<file path="config.mk">
export PLATFORM = sky130hd
export DESIGN_NAME = squib_driver_spi_command_interface
export DESIGN_NICKNAME = d
export VERILOG_FILES = /design/src/inc/squib_spi_pkg.sv /design/src/hw/sync2.sv /design/src/hw/squib_driver_spi_command_interface.sv
export SDC_FILE = /design/constraint.sdc
export NUM_CORES = 1
export LEC_CHECK = 0
export ABC_AREA = 1
export ABC_CLOCK_PERIOD_IN_PS = 1500
export BUFFER_PORTS_ARGS = -buffer_cell sky130_fd_sc_hd__buf_2
export CAP_MARGIN = 10
export CORE_UTILIZATION = 29
export CTS_CLUSTER_DIAMETER = 60
export DETAILED_ROUTE_END_ITERATION = 10
export GPL_TIMING_DRIVEN = 1
export HOLD_SLACK_MARGIN = 0.06
export PLACE_DENSITY = 0.53
export SYNTH_ARGS = -nofsm -noshare
export SYNTH_HDL_FRONTEND = slang
export SYNTH_SLANG_ARGS = --single-unit
</file>
<file path="constraint.sdc">
create_clock -name clk_sys_in -period 1.5 [get_ports clk_sys_in]
set_input_delay 0 -clock clk_sys_in [delete_from_list [all_inputs] [get_ports clk_sys_in]]
set_output_delay 0 -clock clk_sys_in [all_outputs]
set_load 0.05 [all_outputs]
</file>
<file path="src/inc/squib_spi_pkg.sv">
// Behaviour
// - Sample input on rising, shift on falling
// - Latch byte at select rise, load reply
// - Bank one enable gates drivers 1A 1B
// - Bank two enable gates drivers 2A 2B
// - Reset disables functions, clears shift registers
// - Single eight bit register, MSB first
// - Reply carries previous command's results
// - No-op or undefined command clears diagnostics
// - Functions act at select rise only, except that a bank enable going low drops its drivers at any time
// - Integrity command returns echo byte
// - Unused reply bits read zero
// - Only exact eight bit frames accepted
// - Second programming byte is no-op while firing, except the all-off byte
// - Programming bytes must be back to back
// - Clock level at select fall picks mode
// - Output released while select is high
// - Identification reply bit seven is variant
// - Continuity command latches per channel result
// - Continuity results clear after being sent
package squib_spi_pkg;
    localparam int unsigned FRAME_BITS = 8;
    localparam logic [3:0] BIT_CNT_ZERO = 4'h0;
    localparam logic [3:0] BIT_CNT_FULL = 4'h8;
    localparam logic [3:0] BIT_CNT_OVER = 4'h9;
    localparam logic [7:0] CMD_NOP = 8'h00;
    localparam logic [7:0] CMD_ECHO = 8'h96;
    localparam logic [7:0] ECHO_REPLY = 8'h69;
    localparam logic [7:0] CMD_IDENT = 8'hC8;
    localparam logic [7:0] CMD_CONT_FORCE = 8'hC1;
    localparam logic [7:0] CMD_CONT_SENSE = 8'hC2;
    localparam logic [7:0] CMD_ARM_BANK1 = 8'hA0;
    localparam logic [7:0] CMD_ARM_BANK2 = 8'hA1;
    localparam logic [7:0] CMD_ARM_ALL = 8'hA2;
    localparam logic [3:0] CMD_FIRE_HI = 4'h5;
    localparam logic [7:0] ZERO_BYTE = 8'h00;
    localparam int unsigned CHANNELS = 4;
    // Arbitrary: 0 marks the four-channel part
    localparam logic VARIANT_BIT = 1'b0;
endpackage

</file>
<file path="src/hw/sync2.sv">
module sync2 (
    // Clock and reset
    input wire logic clk_sys_in,
    input wire logic resetn_in,
    // Data
    input wire logic d_in,
    output logic q_out
);
    logic meta_r;
    always_ff @(posedge clk_sys_in or negedge resetn_in) begin
        if (!resetn_in) begin
            meta_r <= 1'b0;
            q_out <= 1'b0;
        end else begin
            meta_r <= d_in;
            q_out <= meta_r;
        end
    end
endmodule

</file>
<file path="src/hw/squib_driver_spi_command_interface.sv">
module squib_driver_spi_command_interface (
    // Clock and reset
    input wire logic clk_sys_in,
    input wire logic resetn_in,
    // Serial link pins
    input wire logic spi_sclk_in,
    input wire logic spi_csn_in,
    input wire logic serial_in_pin_in,
    output logic serial_out_pin_out,
    output logic serial_out_pin_oe_out,
    // Bank enables
    input wire logic bank1_fire_enable_in,
    input wire logic bank2_fire_enable_in,
    // Analog diagnostic results
    input wire logic [squib_spi_pkg::CHANNELS-1:0] continuity_ok_in,
    // Driver and diagnostic controls
    output logic [squib_spi_pkg::CHANNELS-1:0] high_side_on_out,
    output logic [squib_spi_pkg::CHANNELS-1:0] low_side_on_out,
    output logic continuity_force_out,
    output logic continuity_sense_out,
    output logic alternate_serial_mode_out,
    output logic [7:0] last_command_out
);
    import squib_spi_pkg::*;

    // ----------------------------------------
    // Pin synchronisers
    // ----------------------------------------
    logic sclk_s, csn_s, mosi_s, en1_s, en2_s;
    logic [CHANNELS-1:0] cont_s;

    sync2 u_sclk (.clk_sys_in(clk_sys_in), .resetn_in(resetn_in), .d_in(spi_sclk_in),
        .q_out(sclk_s));
    // Select is synchronised as active high so its reset value means deselected;
    // otherwise the first edges after reset would look like a false frame
    logic sel_s;
    sync2 u_csn (.clk_sys_in(clk_sys_in), .resetn_in(resetn_in), .d_in(!spi_csn_in),
        .q_out(sel_s));
    assign csn_s = !sel_s;
    sync2 u_mosi (.clk_sys_in(clk_sys_in), .resetn_in(resetn_in), .d_in(serial_in_pin_in),
        .q_out(mosi_s));
    sync2 u_en1 (.clk_sys_in(clk_sys_in), .resetn_in(resetn_in), .d_in(bank1_fire_enable_in),
        .q_out(en1_s));
    sync2 u_en2 (.clk_sys_in(clk_sys_in), .resetn_in(resetn_in), .d_in(bank2_fire_enable_in),
        .q_out(en2_s));

    genvar g;
    generate
        for (g = 0; g < CHANNELS; g++) begin : g_cont
            sync2 u_cont (.clk_sys_in(clk_sys_in), .resetn_in(resetn_in),
                .d_in(continuity_ok_in[g]), .q_out(cont_s[g]));
        end
    endgenerate

    // ----------------------------------------
    // Edge detection
    // ----------------------------------------
    // Chip select idles high, so its history resets high to avoid a false edge
    logic sclk_d_r, csn_d_r;
    always_ff @(posedge clk_sys_in or negedge resetn_in) begin
        if (!resetn_in) begin
            sclk_d_r <= 1'b0;
            csn_d_r <= 1'b1;
        end else begin
            sclk_d_r <= sclk_s;
            csn_d_r <= csn_s;
        end
    end

    logic sclk_rise, sclk_fall, cs_fall, cs_rise, selected;
    assign sclk_rise = sclk_s && !sclk_d_r;
    assign sclk_fall = !sclk_s && sclk_d_r;
    assign cs_fall = !csn_s && csn_d_r;
    assign cs_rise = csn_s && !csn_d_r;
    assign selected = !csn_s;

    // ----------------------------------------
    // Shift register and bit count
    // ----------------------------------------
    logic [7:0] shift_r;
    logic [7:0] reply_r;
    logic [3:0] bit_cnt_r;
    logic out_bit_r;

    always_ff @(posedge clk_sys_in or negedge resetn_in) begin
        if (!resetn_in) begin
            shift_r <= ZERO_BYTE;
            bit_cnt_r <= BIT_CNT_ZERO;
        end else if (cs_fall) begin
            shift_r <= reply_r;
            bit_cnt_r <= BIT_CNT_ZERO;
        end else if (selected && sclk_rise) begin
            shift_r <= {shift_r[FRAME_BITS-2:0], mosi_s};
            if (bit_cnt_r != BIT_CNT_OVER) begin
                bit_cnt_r <= bit_cnt_r + 4'h1;
            end
        end
    end

    // Output bit changes on falling clock; first bit presented at select fall
    always_ff @(posedge clk_sys_in or negedge resetn_in) begin
        if (!resetn_in) begin
            out_bit_r <= 1'b0;
        end else if (cs_fall) begin
            out_bit_r <= reply_r[FRAME_BITS-1];
        end else if (selected && sclk_fall) begin
            out_bit_r <= shift_r[FRAME_BITS-1];
        end
    end

    always_ff @(posedge clk_sys_in or negedge resetn_in) begin
        if (!resetn_in) begin
            serial_out_pin_out <= 1'b0;
            serial_out_pin_oe_out <= 1'b0;
        end else begin
            serial_out_pin_out <= out_bit_r;
            serial_out_pin_oe_out <= selected && !cs_rise;
        end
    end

    // ----------------------------------------
    // Mode strap at select fall
    // ----------------------------------------
    always_ff @(posedge clk_sys_in or negedge resetn_in) begin
        if (!resetn_in) begin
            alternate_serial_mode_out <= 1'b0;
        end else if (cs_fall) begin
            alternate_serial_mode_out <= sclk_s;
        end
    end

    // ----------------------------------------
    // Command decode at select rise
    // ----------------------------------------
    logic frame_ok;
    logic [7:0] cmd;
    logic is_arm, is_fire, firing;
    assign frame_ok = cs_rise && (bit_cnt_r == BIT_CNT_FULL);
    assign cmd = shift_r;
    assign is_arm = (cmd == CMD_ARM_BANK1) || (cmd == CMD_ARM_BANK2) || (cmd == CMD_ARM_ALL);
    assign is_fire = (cmd[7:4] == CMD_FIRE_HI);
    assign firing = |high_side_on_out || |low_side_on_out;

    logic arm1_r, arm2_r;
    logic [7:0] reply_nxt;

    always_ff @(posedge clk_sys_in or negedge resetn_in) begin
        if (!resetn_in) begin
            last_command_out <= CMD_NOP;
        end else if (frame_ok) begin
            last_command_out <= cmd;
        end
    end

    // Arm state lasts until the next valid frame; any other command between breaks pairing
    always_ff @(posedge clk_sys_in or negedge resetn_in) begin
        if (!resetn_in) begin
            arm1_r <= 1'b0;
            arm2_r <= 1'b0;
        end else if (frame_ok) begin
            arm1_r <= (cmd == CMD_ARM_BANK1) || (cmd == CMD_ARM_ALL);
            arm2_r <= (cmd == CMD_ARM_BANK2) || (cmd == CMD_ARM_ALL);
        end
    end

    // Fire byte layout: bits 0..3 select A/B low and high side of banks
    logic [CHANNELS-1:0] lo_sel, hi_sel;
    assign lo_sel = {cmd[2], cmd[0], cmd[2], cmd[0]};
    assign hi_sel = {cmd[3], cmd[1], cmd[3], cmd[1]};

    always_ff @(posedge clk_sys_in or negedge resetn_in) begin
        if (!resetn_in) begin
            high_side_on_out <= '0;
            low_side_on_out <= '0;
        end else begin
            if (!en1_s) begin
                high_side_on_out[1:0] <= 2'h0;
                low_side_on_out[1:0] <= 2'h0;
            end
            if (!en2_s) begin
                high_side_on_out[3:2] <= 2'h0;
                low_side_on_out[3:2] <= 2'h0;
            end
            if (frame_ok && is_fire && !firing) begin
                if (arm1_r && en1_s) begin
                    high_side_on_out[1:0] <= hi_sel[1:0];
                    low_side_on_out[1:0] <= lo_sel[1:0];
                end
                if (arm2_r && en2_s) begin
                    high_side_on_out[3:2] <= hi_sel[3:2];
                    low_side_on_out[3:2] <= lo_sel[3:2];
                end
            end else if (frame_ok && is_fire && cmd == {CMD_FIRE_HI, 4'h0}) begin
                // Off command always honoured so a stuck driver can be released
                high_side_on_out <= '0;
                low_side_on_out <= '0;
            end
        end
    end

    // Diagnostic mode flags, cleared by any other valid command
    always_ff @(posedge clk_sys_in or negedge resetn_in) begin
        if (!resetn_in) begin
            continuity_force_out <= 1'b0;
            continuity_sense_out <= 1'b0;
        end else if (frame_ok) begin
            continuity_force_out <= (cmd == CMD_CONT_FORCE);
            continuity_sense_out <= (cmd == CMD_CONT_SENSE);
        end
    end

    // Reply selection for the next frame
    always_comb begin
        reply_nxt = ZERO_BYTE;
        if (cmd == CMD_ECHO) begin
            reply_nxt = ECHO_REPLY;
        end else if (cmd == CMD_IDENT) begin
            reply_nxt = {VARIANT_BIT, 7'h00};
        end else if (cmd == CMD_CONT_SENSE) begin
            reply_nxt = {4'h0, cont_s};
        end else if (is_arm || is_fire) begin
            reply_nxt = cmd;
        end
    end

    always_ff @(posedge clk_sys_in or negedge resetn_in) begin
        if (!resetn_in) begin
            reply_r <= ZERO_BYTE;
        end else if (frame_ok) begin
            // The reply register is the continuity latch; the next select rise reloads it on a valid frame and clears it otherwise
            reply_r <= reply_nxt;
        end else if (cs_rise) begin
            reply_r <= ZERO_BYTE;
        end
    end
endmodule

</file>
### Word level (Yosys, flattened, before mapping)

Index checks and enable logic that the tools add are counted.

* bits in registers: 64
* input port bits: 11
* output and inout port bits: 21
* word-level logic and storage cells: 104

* $add $sub $neg: 1
* equal/unequal tests: 11
* muxes and demuxes: 25
* reductions and logical operators: 33

Operator list (count)
* 2-to-1 mux 8 bit: 8
* == test 8 bit, second input constant: 7
* 2-to-1 mux 4 bit: 7
* 2-to-1 mux 2 bit: 8
* logical AND 1 bit: 13
* == test 8 x 7 -> 1 bit, second input constant: 1
* nonzero test 2 bit: 4
* OR reduction 4 bit: 2
* zero test 1 bit: 7
* logical OR 1 bit: 6
* adder 4 x 1 -> 4 bit, second input constant: 1
* == test 4 x 3 -> 1 bit, second input constant: 1
* == test 4 bit, second input constant: 1
* inequality test 4 bit, second input constant: 1
* 2-to-1 mux 1 bit: 2
* AND reduction 2 bit: 1

### Longest topological paths before layout

Gate-level depths: netlist of the first run.

* depth in word-level cells: 9
* gate-level depth with buffers: 9

### By module

From an unflattened synthesis of the first run, not the netlist that was laid out.

* cells, all modules: 299
* area total of the unflattened synthesis: 2728.9 µm²

By module, submodules not included
* squib_driver_spi_command_interface: instances 1, cells an instance 281, area each 2278.4 µm²
* sync2: instances 9, cells an instance 2, area each 50.0 µm²

### Worst setup path after synthesis of the first run

Ideal clock, no wire load.

* path type: register to register
* start point: register bit_cnt_r[0]
* end point: register reply_r[6]
* setup time: 0.118 ns
* arrival time: 1.147 ns
* slack: 0.235 ns
* stages on the path, launching flop included: 7
* path buffers: 1
* clock period less this slack: 1.265 ns
* cells stage by stage: dfrtp_1 > inv_1 > ha_1 > nand3_2 > buf_2 > a21oi_1 > a21o_1

* longest elaborated chain between the ends: 3
* elaborated cells between the ends (all ways): 4

RTL lines
* start: declaration: RTL line squib_driver_spi_command_interface.sv:82 `logic [3:0] bit_cnt_r;`
* start signal: assignment: RTL line squib_driver_spi_command_interface.sv:95 `bit_cnt_r <= bit_cnt_r + 4'h1;`
* == test 4 bit *: RTL line squib_driver_spi_command_interface.sv:138 `assign frame_ok = cs_rise && (bit_cnt_r == BIT_CNT_FULL);`
* logical AND 1 bit *: RTL line squib_driver_spi_command_interface.sv:138
* 2-to-1 mux 8 bit or nonzero test 2 bit (tied branches)
* end signal: assignment: RTL line squib_driver_spi_command_interface.sv:231 `reply_r <= reply_nxt;`
* end: declaration: RTL line squib_driver_spi_command_interface.sv:81 `logic [7:0] reply_r;`

Mark *: on every way between the ends. The rest lies on a longest branch, timed or not.
A chain may end at the register's enable or synchronous reset.

### Final worst setup path of the first run

* start point: register bit_cnt_r[1]
* end point: register high_side_on_out[2] in the netlist's numbering

* longest elaborated chain between the ends: 6
* elaborated cells between the ends (all ways): 7

RTL lines
* == test 4 bit *: RTL line squib_driver_spi_command_interface.sv:138
* logical AND 1 bit *: RTL line squib_driver_spi_command_interface.sv:138
* logical AND 1 bit *: RTL line squib_driver_spi_command_interface.sv:184, squib_driver_spi_command_interface.sv:193
* logical AND 1 bit: RTL line squib_driver_spi_command_interface.sv:193 `end else if (frame_ok && is_fire && cmd == {CMD_FIRE_HI, 4'h0}) begin`
* 2-to-1 mux 4 bit: RTL line squib_driver_spi_command_interface.sv:193
* 2-to-1 mux 4 bit *: RTL line squib_driver_spi_command_interface.sv:184 `if (frame_ok && is_fire && !firing) begin`
* end: declaration: RTL line squib_driver_spi_command_interface.sv:17 `output logic [squib_spi_pkg::CHANNELS-1:0] high_side_on_out,`

Marks and branches as above.

==> flow_summary.json, run 1 <==
{
  "gp_congestion": 0.825,
  "boundaryPins": 32,
  "ys_ff_latch": 64,
  "syn_area_um2": 2640,
  "dp_hpwl_um": 3600,
  "die_y_um": 97.3,
  "antenna_found_initial": 0,
  "tightest_slew_ns": 0.346,
  "utilization_pct": 38.3,
  "hold_viol_final": 0,
  "grt_max_degree": 65,
  "reg2reg_from": "bit_cnt_r[1]",
  "dp_cells": 423,
  "holdCritPathClass": "in2async",
  "cp-end-kind": "flop",
  "cp_data_required_time_ns": 1.78,
  "syn2layout_area_growth_pct": 27.3,
  "cts_tree": "done",
  "crit_fanout": 8,
  "grt_use_total_pct": 12.7,
  "fp-row-count": 34,
  "r2r-end": "high_side_on_out[2]",
  "worstPathArrival_ns": 1.67,
  "start_util_pct": 30.1,
  "fmaxAchievable_mhz": 723,
  "setup_viol": 0,
  "coreArea_um2": 8760,
  "relSlewSlack_pct": 76.8,
  "cap_violations": 0,
  "cts-root-buf": "clkbuf_8",
  "grt_pass1_vias": 1936,
  "power.leakage_uw": 0.00171,
  "route.detailed.drc": 0,
  "yosysSeqAreaShare_pct": 60.8,
  "dieArea_um2": 9470,
  "synth_fp_nets": 295,
  "reg2reg_slack_ns": 0.12,
  "start_kind": "flop",
  "critPathKind": "reg2reg",
  "synthDominantCellAreaShare_pct": 59.8,
  "grt_pass1_wl_um": 9360,
  "drive_above_1_share_pct": 21.7,
  "power_density_nw_per_um2": 1150,
  "wl_per_cell_um": 11.9,
  "avgViaCountPerCell": 4.45,
  "cts.sinks": 64,
  "drtAntennaViolNets": 0,
  "synth_area_leaders": "dfrtp_1, nand2_1, inv_1, nor2_1, o21ai_0",
  "mostFrequentLayoutCells": "nand2_1, dfrtp_1, buf_2",
  "instances_no_fill": 449,
  "vias": 1999,
  "overflow": 0,
  "ys_warn_count": 0,
  "min_period_ns": 1.38,
  "slew_violations": 0,
  "clkTransAtPathRegs_ns": 0.08,
  "irDropWorstVdd_v": 0.000377,
  "setup_tns_ns": 0,
  "firstDrtPassIters": 4,
  "first_iter_violations": 134,
  "final_nets": 350,
  "synthCells": 281,
  "min_period_over_period_pct": 92.3,
  "antennaDiodeCount": 0,
  "h-tree-depth": 3,
  "synth.largest_area_cell": "dfrtp_1",
  "layout_commonest_cell": "nand2_1",
  "synth_cell_types": 29,
  "skew_ns": 0.0118,
  "numCtsBuffers": 9,
  "insertion_delay_ns": 0.35,
  "io_buffers": 31,
  "wl_um": 5340,
  "clock_path_buffers": 2,
  "holdWs_ns": 0.175,
  "dieWidth_um": 97.3,
  "r2r_cells": 6,
  "avgSynthCellArea_um2": 9.38,
  "status": "completed"
}
==> worst max-delay path: stages, from the launching register on <==
cell and delay, ns:
dfrtp_1 0.40, inv_1 0.10, ha_2 0.19, nand3_4 0.12
nor2_4 0.19, nand3_4 0.15, o21ai_1 0.16
==> report_power, final <==
group	leakage (uW)	internal, uW	switching, uW
registers	0.000839	1790	51.4
logic	0.000752	103	161
clock network	0.000115	1070	688
total	0.00171	2970	901
==> layout make-up <==
class,instances,area (um2)
fillers,888,5410
well taps,108,135
clock inverters,4,75.1
clock buffers,12,165
inverters,33,124
multi-input cells,180,931
flip-flops and latches,64,1600
repair buffers,48,320
==> through the flow <==
| step | cell area, um2 | setup slack (ns) | total power (uW) |
|---|---|---|---|
| after floorplan | 2640 | 0.235 | 2010 |
| after global placement | 2970 | 0.102 | 2110 |
| after detailed placement | 2970 | 0.0782 | 2110 |
| after CTS | 3310 | 0.0581 | 3900 |
| after global routing | 3350 | -0.0229 | 4060 |
| final | 3350 | 0.116 | 3870 |
==> kinds of logic after synthesis <==
logic type / after synthesis / share of synthesized area [%]
XOR/XNOR: 1 / 0.332
adder cells (fa/ha/maj): 3 / 1.42
flip-flops: 64 / 60.8
AO/OA/AOI/OAI: 49 / 10.9
buffers and inverters: 37 / 5.46
AND/OR/NAND/NOR: 127 / 21.1
==> Yosys cell counts <==
library cell	instances
nand3_2	1
nor3_1	6
a21o_1	1
nor2_1	21
o21ai_1	10
xnor2_1	1
nand4_2	1
o211ai_1	1
o21ai_0	14
nand2_1	80
o31ai_1	1
dfrtp_1	63
buf_2	4
nand3_1	8
nand3_4	1
nor2_2	2
ha_1	3
or2_1	1
nand2_2	3
inv_2	1
dfstp_2	1
o221ai_1	8
a21oi_1	13
inv_1	31
o21ai_2	1
nand4_1	1
nand2_4	1
clkinv_1	1
nor2_4	1
==> layer usage <==
metal / GRT usage (%) / wire [um]
met4: 7.13 / 128
met5: 0 / 0
met1: 17.5 / 2730
met3: 3.53 / 221
met2: 18.0 / 2260
==> what timing repair did <==
action                                 4_1_cts  5_1_grt
endpoints found under the hold margin       73        0
buffers inserted                             0        0
gates resized for setup                      0       11
setup endpoints to repair                    0       11
hold buffers                                10        0
==> flip-flops by register name, indices dropped and copies added (netlist names), 4 cells and up <==
signal and count:
bit_cnt_r 4, low_side_on_out 4, reply_r 8, last_command_out 8, g_cont.u_cont.q_out 4, cmd 8, high_side_on_out 4, g_cont.u_cont.meta_r 4
==> worst max-delay path by stage <==
| stage | startpoint | endpoint | slack (ns) | cells after the start |
|---|---|---|---|---|
| after floorplan | bit_cnt_r[0] | reply_r[6] | 0.23 | 6 |
| after global placement | bit_cnt_r[0] | low_side_on_out[3] | 0.10 | 7 |
| after detailed placement | bit_cnt_r[0] | low_side_on_out[0] | 0.08 | 7 |
| after CTS | bit_cnt_r[0] | high_side_on_out[1] | 0.06 | 7 |
| after global routing | cmd[7] | high_side_on_out[3] | -0.02 | 5 |
| final | bit_cnt_r[1] | high_side_on_out[2] | 0.12 | 6 |
(Power assumes the default switching activity.)
==> run 2: changes to the inputs <==
CORE_ASPECT_RATIO = 0.9   (was not set)
REMOVE_ABC_BUFFERS = 1   (was not set)
==> run 2 against run 1 <==
Non-clock buffer count increased by 7. Fmax decreased by 0.83%. Global-route usage increased by 0.73 points. Sequential share of layout area decreased by 0.30 points. Core utilization increased by 0.58 points. First-iteration DRC count decreased by 3.7%. Largest power group unchanged. Highest routed layer unchanged.
==> flow_summary.json, run 2 (synthesis results as in run 1) <==
{
  "start_util_pct": 30.3,
  "tightest_slew_ns": 0.427,
  "wl_per_cell_um": 12.2,
  "cp-end-kind": "flop",
  "grt.busiest_layer": "met2",
  "fmaxAchievable_mhz": 717,
  "cts-root-buf": "clkbuf_8",
  "drtAntennaViolNets": 0,
  "cts_tree": "done",
  "avgViaCountPerCell": 4.44,
  "final_area_um2": 3370,
  "mostFrequentLayoutCells": "nand2_1, dfrtp_1, buf_2",
  "grtUsageMet1_pct": 18.1,
  "power.total_uw": 3510,
  "power_density_nw_per_um2": 1040,
  "grt_use_total_pct": 13.5,
  "overflow": 0,
  "setup_ws_ns": 0.105,
  "dieArea_um2": 9470,
  "first_iter_violations": 129,
  "final_nets": 357,
  "place_ws_ns": 0.0849,
  "wl_um": 5680,
  "slew_violations": 0,
  "power.leakage_uw": 0.00170,
  "skew_ns": 0.00771,
  "grt_pass1_wl_um": 9460,
  "r2r-end": "low_side_on_out[3]",
  "syn2layout_area_growth_pct": 28.1,
  "h-tree-depth": 3,
  "coreArea_um2": 8690,
  "dieWidth_um": 102,
  "cp_common_cell": "nand3_4",
  "cts.sinks": 64,
  "clock_path_buffers": 2,
  "dp_hpwl_um": 4070,
  "cap_violations": 0,
  "firstDrtPassIters": 4,
  "insertion_delay_ns": 0.34,
  "r2r_cells": 5,
  "start_kind": "flop",
  "antenna_found_initial": 0,
  "gp_congestion": 0.840,
  "vias": 2072,
  "crit_fanout": 8,
  "grt_pass1_vias": 1959,
  "holdCritPathClass": "in2async",
  "irDropWorstVdd_v": 0.000476,
  "fp-row-count": 32,
  "critPathTopFamily": "simple AND/OR/NAND/NOR gates",
  "cpPeakStageDelay_ns": 0.43,
  "critPathKind": "reg2reg",
  "cp_slowest_cell": "dfrtp_1",
  "boundaryPins": 32,
  "setup_viol": 0,
  "numCtsBuffers": 9,
  "hold_viol_final": 0,
  "grt_max_degree": 34,
  "min_period_ns": 1.40,
  "die_y_um": 92.4,
  "grt_use_met3_pct": 4.98,
  "status": "completed",
  "dpl-instance-area_um2": 3020,
  "antennaDiodeCount": 0,
  "drive_above_1_share_pct": 23.9,
  "worst-path-buf-inv": 0,
  "relSlewSlack_pct": 71.5,
  "layout_commonest_cell": "nand2_1",
  "reg2reg_from": "bit_cnt_r[2]",
  "worstPathCellList": "nor2_2, nand3_4, nor2_4, nand3_4, o21ai_2",
  "reg2reg_slack_ns": 0.10,
  "post_cts_buffers": 0,
  "grtUsageMet2_pct": 19.9,
  "clkTransAtPathRegs_ns": 0.07,
  "route.detailed.drc": 0,
  "cp_data_required_time_ns": 1.77,
  "utilization_pct": 38.8,
  "min_period_over_period_pct": 93.0,
  "worstPathArrival_ns": 1.66,
  "io_buffers": 31
}
run 2: cell count changes in the layout (fill, tap and decap cells not counted), sizes merged:
cell | previous run | this run
bufinv | 2 | 0
clkinv | 1 | 4
clkinvlp | 2 | 0
clkbuf | 12 | 13
buf | 38 | 45
run 2: how the worst max path moves through the flow:
stage / start / to / cells after the start
floorplan: bit_cnt_r[0] / high_side_on_out[0] / 7
global placement: cmd[3] / reply_r[0] / 7
detailed placement: bit_cnt_r[1] / low_side_on_out[2] / 7
CTS: bit_cnt_r[1] / low_side_on_out[2] / 7
global route: bit_cnt_r[2] / low_side_on_out[3] / 5
finish: bit_cnt_r[2] / low_side_on_out[3] / 5
run 2: layer usage:
| metal | up-vias | routed length [um] |
|---|---|---|
| met1 | 996 | 2770 |
| met4 | 0 | 89 |
| met5 | - | 0 |
| met3 | 9 | 238 |
| met2 | 38 | 2580 |
| li1 | 1029 | - |
run 2: per-stage QoR:
step / hold slack (ns) / cells / TNS [ns]
5_1_grt: 0.261 / 467 / -0.0380
3_5_place_dp: 0.0659 / 441 / 0
2_1_floorplan: -0.296 / 277 / 0
3_3_place_gp: 0.0590 / 441 / 0
6_report: 0.223 / 467 / 0
4_1_cts: 0.224 / 467 / 0
run 2: what timing repair did:
item / 4_1_cts / 5_1_grt
hold buffers: 10 / 0
gates resized for setup: 0 / 15
hold endpoints to repair: 73 / 0
setup endpoints to repair: 0 / 13
run 2: area by class of cell:
type                       instances  area [um2]
multi-input combinational        180         955
sequential                        64        1600
tap                              119         149
fill                             896        5310
clock buffer                      13         169
timing repair buffer              55         360
inverter                          33         124
clock inverter                     3        15.0
run 2: worst min-delay path, cell delays in order:
cell,delay [ns]
dlygate4sd3_1,0.52
buf_2,0.11
buf_4,0.34
run 2: where the power goes:
group	switching [uW]	total (uW)	leakage (uW)	internal, uW
Sequential	52.8	1850	0.000839	1790
Clock	629	1360	0.0000992	727
Combinational	179	302	0.000759	124
Total	861	3510	0.00170	2640
==> run 3: changes to the inputs <==
ABC_AREA = not set   (was 1)
GPL_TIMING_DRIVEN = 0   (was 1)
PLACE_DENSITY = 0.52   (was 0.53)
==> run 3 against run 2 <==
Fmax fell by 17%. Setup slack worse by 0.30 ns. Sequential share of layout area fell by 6.6 points. Cell count shrank 6.0%. Global-route usage up 1.6 points. Core utilization is 4.6 points higher. Power increased by 4.2%. First-iteration DRC count grew 30%. Critical path depth shrank 1. The flow now finishes with violations (setup timing).
==> flow_summary.json, run 3 <==
{
  "dp_hpwl_um": 3630,
  "cts.sinks": 64,
  "cts-root-buf": "clkbuf_8",
  "firstDrtPassIters": 4,
  "slew_violations": 0,
  "setup_ws_ns": -0.191,
  "fp-row-count": 33,
  "grt_pass1_vias": 2046,
  "synth-edff-count": 0,
  "power.leakage_uw": 0.00175,
  "power_switching_share_pct": 23.6,
  "rsz0062_at_grt": "true",
  "grt_pass1_wl_um": 11000,
  "synthDominantCellAreaShare_pct": 57.6,
  "synth_area_leaders": "dfrtp_1, mux2_2, nand2_1, o2bb2ai_1, nor4_4",
  "io_buffers": 31,
  "grt_max_degree": 65,
  "syn2layout_area_growth_pct": 44.8,
  "setup_viol": 18,
  "place_ws_ns": -0.501,
  "sequentialPowerShare_pct": 49.5,
  "start_util_pct": 30.0,
  "route.detailed.drc": 0,
  "antenna_found_initial": 0,
  "final_area_um2": 3960,
  "tightest_slew_ns": 0.812,
  "clkPwrFrac_pct": 40.9,
  "synthTopCellsByCount": "dfrtp_1, nand2_1, o21ai_0, a22oi_1",
  "overflow": 0,
  "worstPathCellList": "or4bb_4, a211o_4, o211ai_1, a32o_1",
  "dieArea_um2": 9820,
  "coreArea_um2": 9130,
  "antennaDiodeCount": 0,
  "ys.flop_type": "dfrtp_1",
  "dieWidth_um": 104,
  "ys_ff_latch": 64,
  "syn_area_um2": 2740,
  "drive_above_1_share_pct": 47.6,
  "grt_use_total_pct": 15.0,
  "critPathTopFamily": "compound AO/OA/AOI/OAI gates",
  "h-tree-depth": 3,
  "numCtsBuffers": 9,
  "clkTransAtPathRegs_ns": 0.07,
  "reg2reg_slack_ns": -0.19,
  "worstPathArrival_ns": 1.97,
  "cp_data_required_time_ns": 1.78,
  "drtAntennaViolNets": 0,
  "min_period_ns": 1.69,
  "crit_fanout": 5,
  "cpPeakStageDelay_ns": 0.57,
  "worst-path-buf-inv": 0,
  "relSlewSlack_pct": 45.8,
  "p_sw_uw": 863,
  "clock_path_buffers": 2,
  "boundaryPins": 32,
  "first_iter_violations": 168,
  "gp_congestion": 0.799,
  "cts_tree": "done",
  "irDropWorstVdd_v": 0.000521,
  "avgViaCountPerCell": 4.87,
  "power_density_nw_per_um2": 922,
  "layout_commonest_cell": "dfrtp_1",
  "dpl-instance-area_um2": 2970,
  "setup_tns_ns": -2.19,
  "yosys.cell_count.top_type": "dfrtp_1",
  "insertion_delay_ns": 0.34,
  "final_nets": 326,
  "start_kind": "flop",
  "critPathKind": "reg2reg",
  "violations": "setup timing",
  "p_int_uw": 2790,
  "avgSynthCellArea_um2": 12.2,
  "cap_violations": 0,
  "wl_um": 6900,
  "synth.largest_area_cell": "dfrtp_1",
  "mostFrequentLayoutCells": "dfrtp_1, buf_4, buf_2",
  "skew_ns": 0.00785,
  "fmaxAchievable_mhz": 591,
  "status": "finished, violations left",
  "cp-end-kind": "flop",
  "cp_slowest_cell": "or4bb_4",
  "die_y_um": 94.1,
  "combinationalPowerShare_pct": 9.6,
  "synthCells": 225,
  "vias": 2139,
  "synth_cell_types": 47,
  "holdCritPathClass": "in2reg",
  "synthArstFlopShare_pct": 100,
  "wl_per_cell_um": 15.7,
  "yosysSeqAreaShare_pct": 58.6,
  "hold_viol_final": 0,
  "min_period_over_period_pct": 113,
  "ys_warn_count": 0,
  "holdWs_ns": 0.298,
  "utilization_pct": 43.4
}
## run 3: stage by stage
| stage | total power, uW | std cells |
|---|---|---|
| 3_3_place_gp | 2020 | 364 |
| 4_1_cts | 3650 | 423 |
| 6_report | 3650 | 439 |
| 5_1_grt | 3800 | 439 |
| 3_5_place_dp | 2020 | 364 |
| 2_1_floorplan | 1940 | 211 |
## run 3: final timing paths
kind	startpoint	depth (start not counted)	endpoint
worst max-delay path	cmd[4]	4	reply_r[1]
max in group asynchronous	resetn_in	2	u_csn.q_out
worst min register to register	g_cont[3].u_cont.meta_r	0	g_cont[3].u_cont.q_out
worst min-delay path	bank1_fire_enable_in	2	u_en1.meta_r
worst max register to register	cmd[4]	4	reply_r[1]
min in group asynchronous	resetn_in	2	low_side_on_out[1]
## run 3: final cells by class
cell class / count / area, um2
clock buffers: 13 / 159
multi-input cells: 143 / 1290
well taps: 122 / 153
repair buffers: 88 / 672
inverters: 6 / 26.3
clock inverters: 3 / 40.0
fillers: 872 / 5160
flip-flops and latches: 64 / 1620
## run 3: what timing repair did
item / 4_1_cts / 5_1_grt
cloned: 2 / 0
pin swaps: 15 / 11
setup buffers: 31 / 16
hold endpoints to repair: 72 / 0
resized for setup: 33 / 32
hold buffers: 10 / 0
setup endpoints to repair: 29 / 37
## run 3: cells by family after synthesis
| kind of cell | share of synthesized area [%] |
|---|---|
| AOI/OAI and AO/OA | 15.1 |
| adders and majority gates | 1.37 |
| buffers and inverters | 3.48 |
| DFF | 58.6 |
| muxes | 4.48 |
| and+or+nand+nor | 17.0 |
## run 3: power by group through the flow
stage          Sequential, uW  Clock (uW)  Combinational (uW)
3_3_place_gp             1850           0                 167
3_5_place_dp             1850           0                 171
5_1_grt                  1810        1610                 381
4_1_cts                  1810        1550                 291
6_report                 1810        1490                 351
2_1_floorplan            1860           0                80.7
## run 3: worst reg2reg max path, delay by kind of cell (launching register included)
kind	cells	cell delay [ns]
flip-flops	1	0.45
AND/OR/NAND/NOR	1	0.57
AO/OA/AOI/OAI	3	0.61
## run 3: layer usage
metal  share of wire (%)  GRT usage [%]  vias to the layer above
met5                   0              0                        -
met4                 2.5           8.21                        0
met3                 5.0           3.81                       18
met2                  46           22.7                       62
met1                  46           19.8                     1059
li1                    -              -                     1000
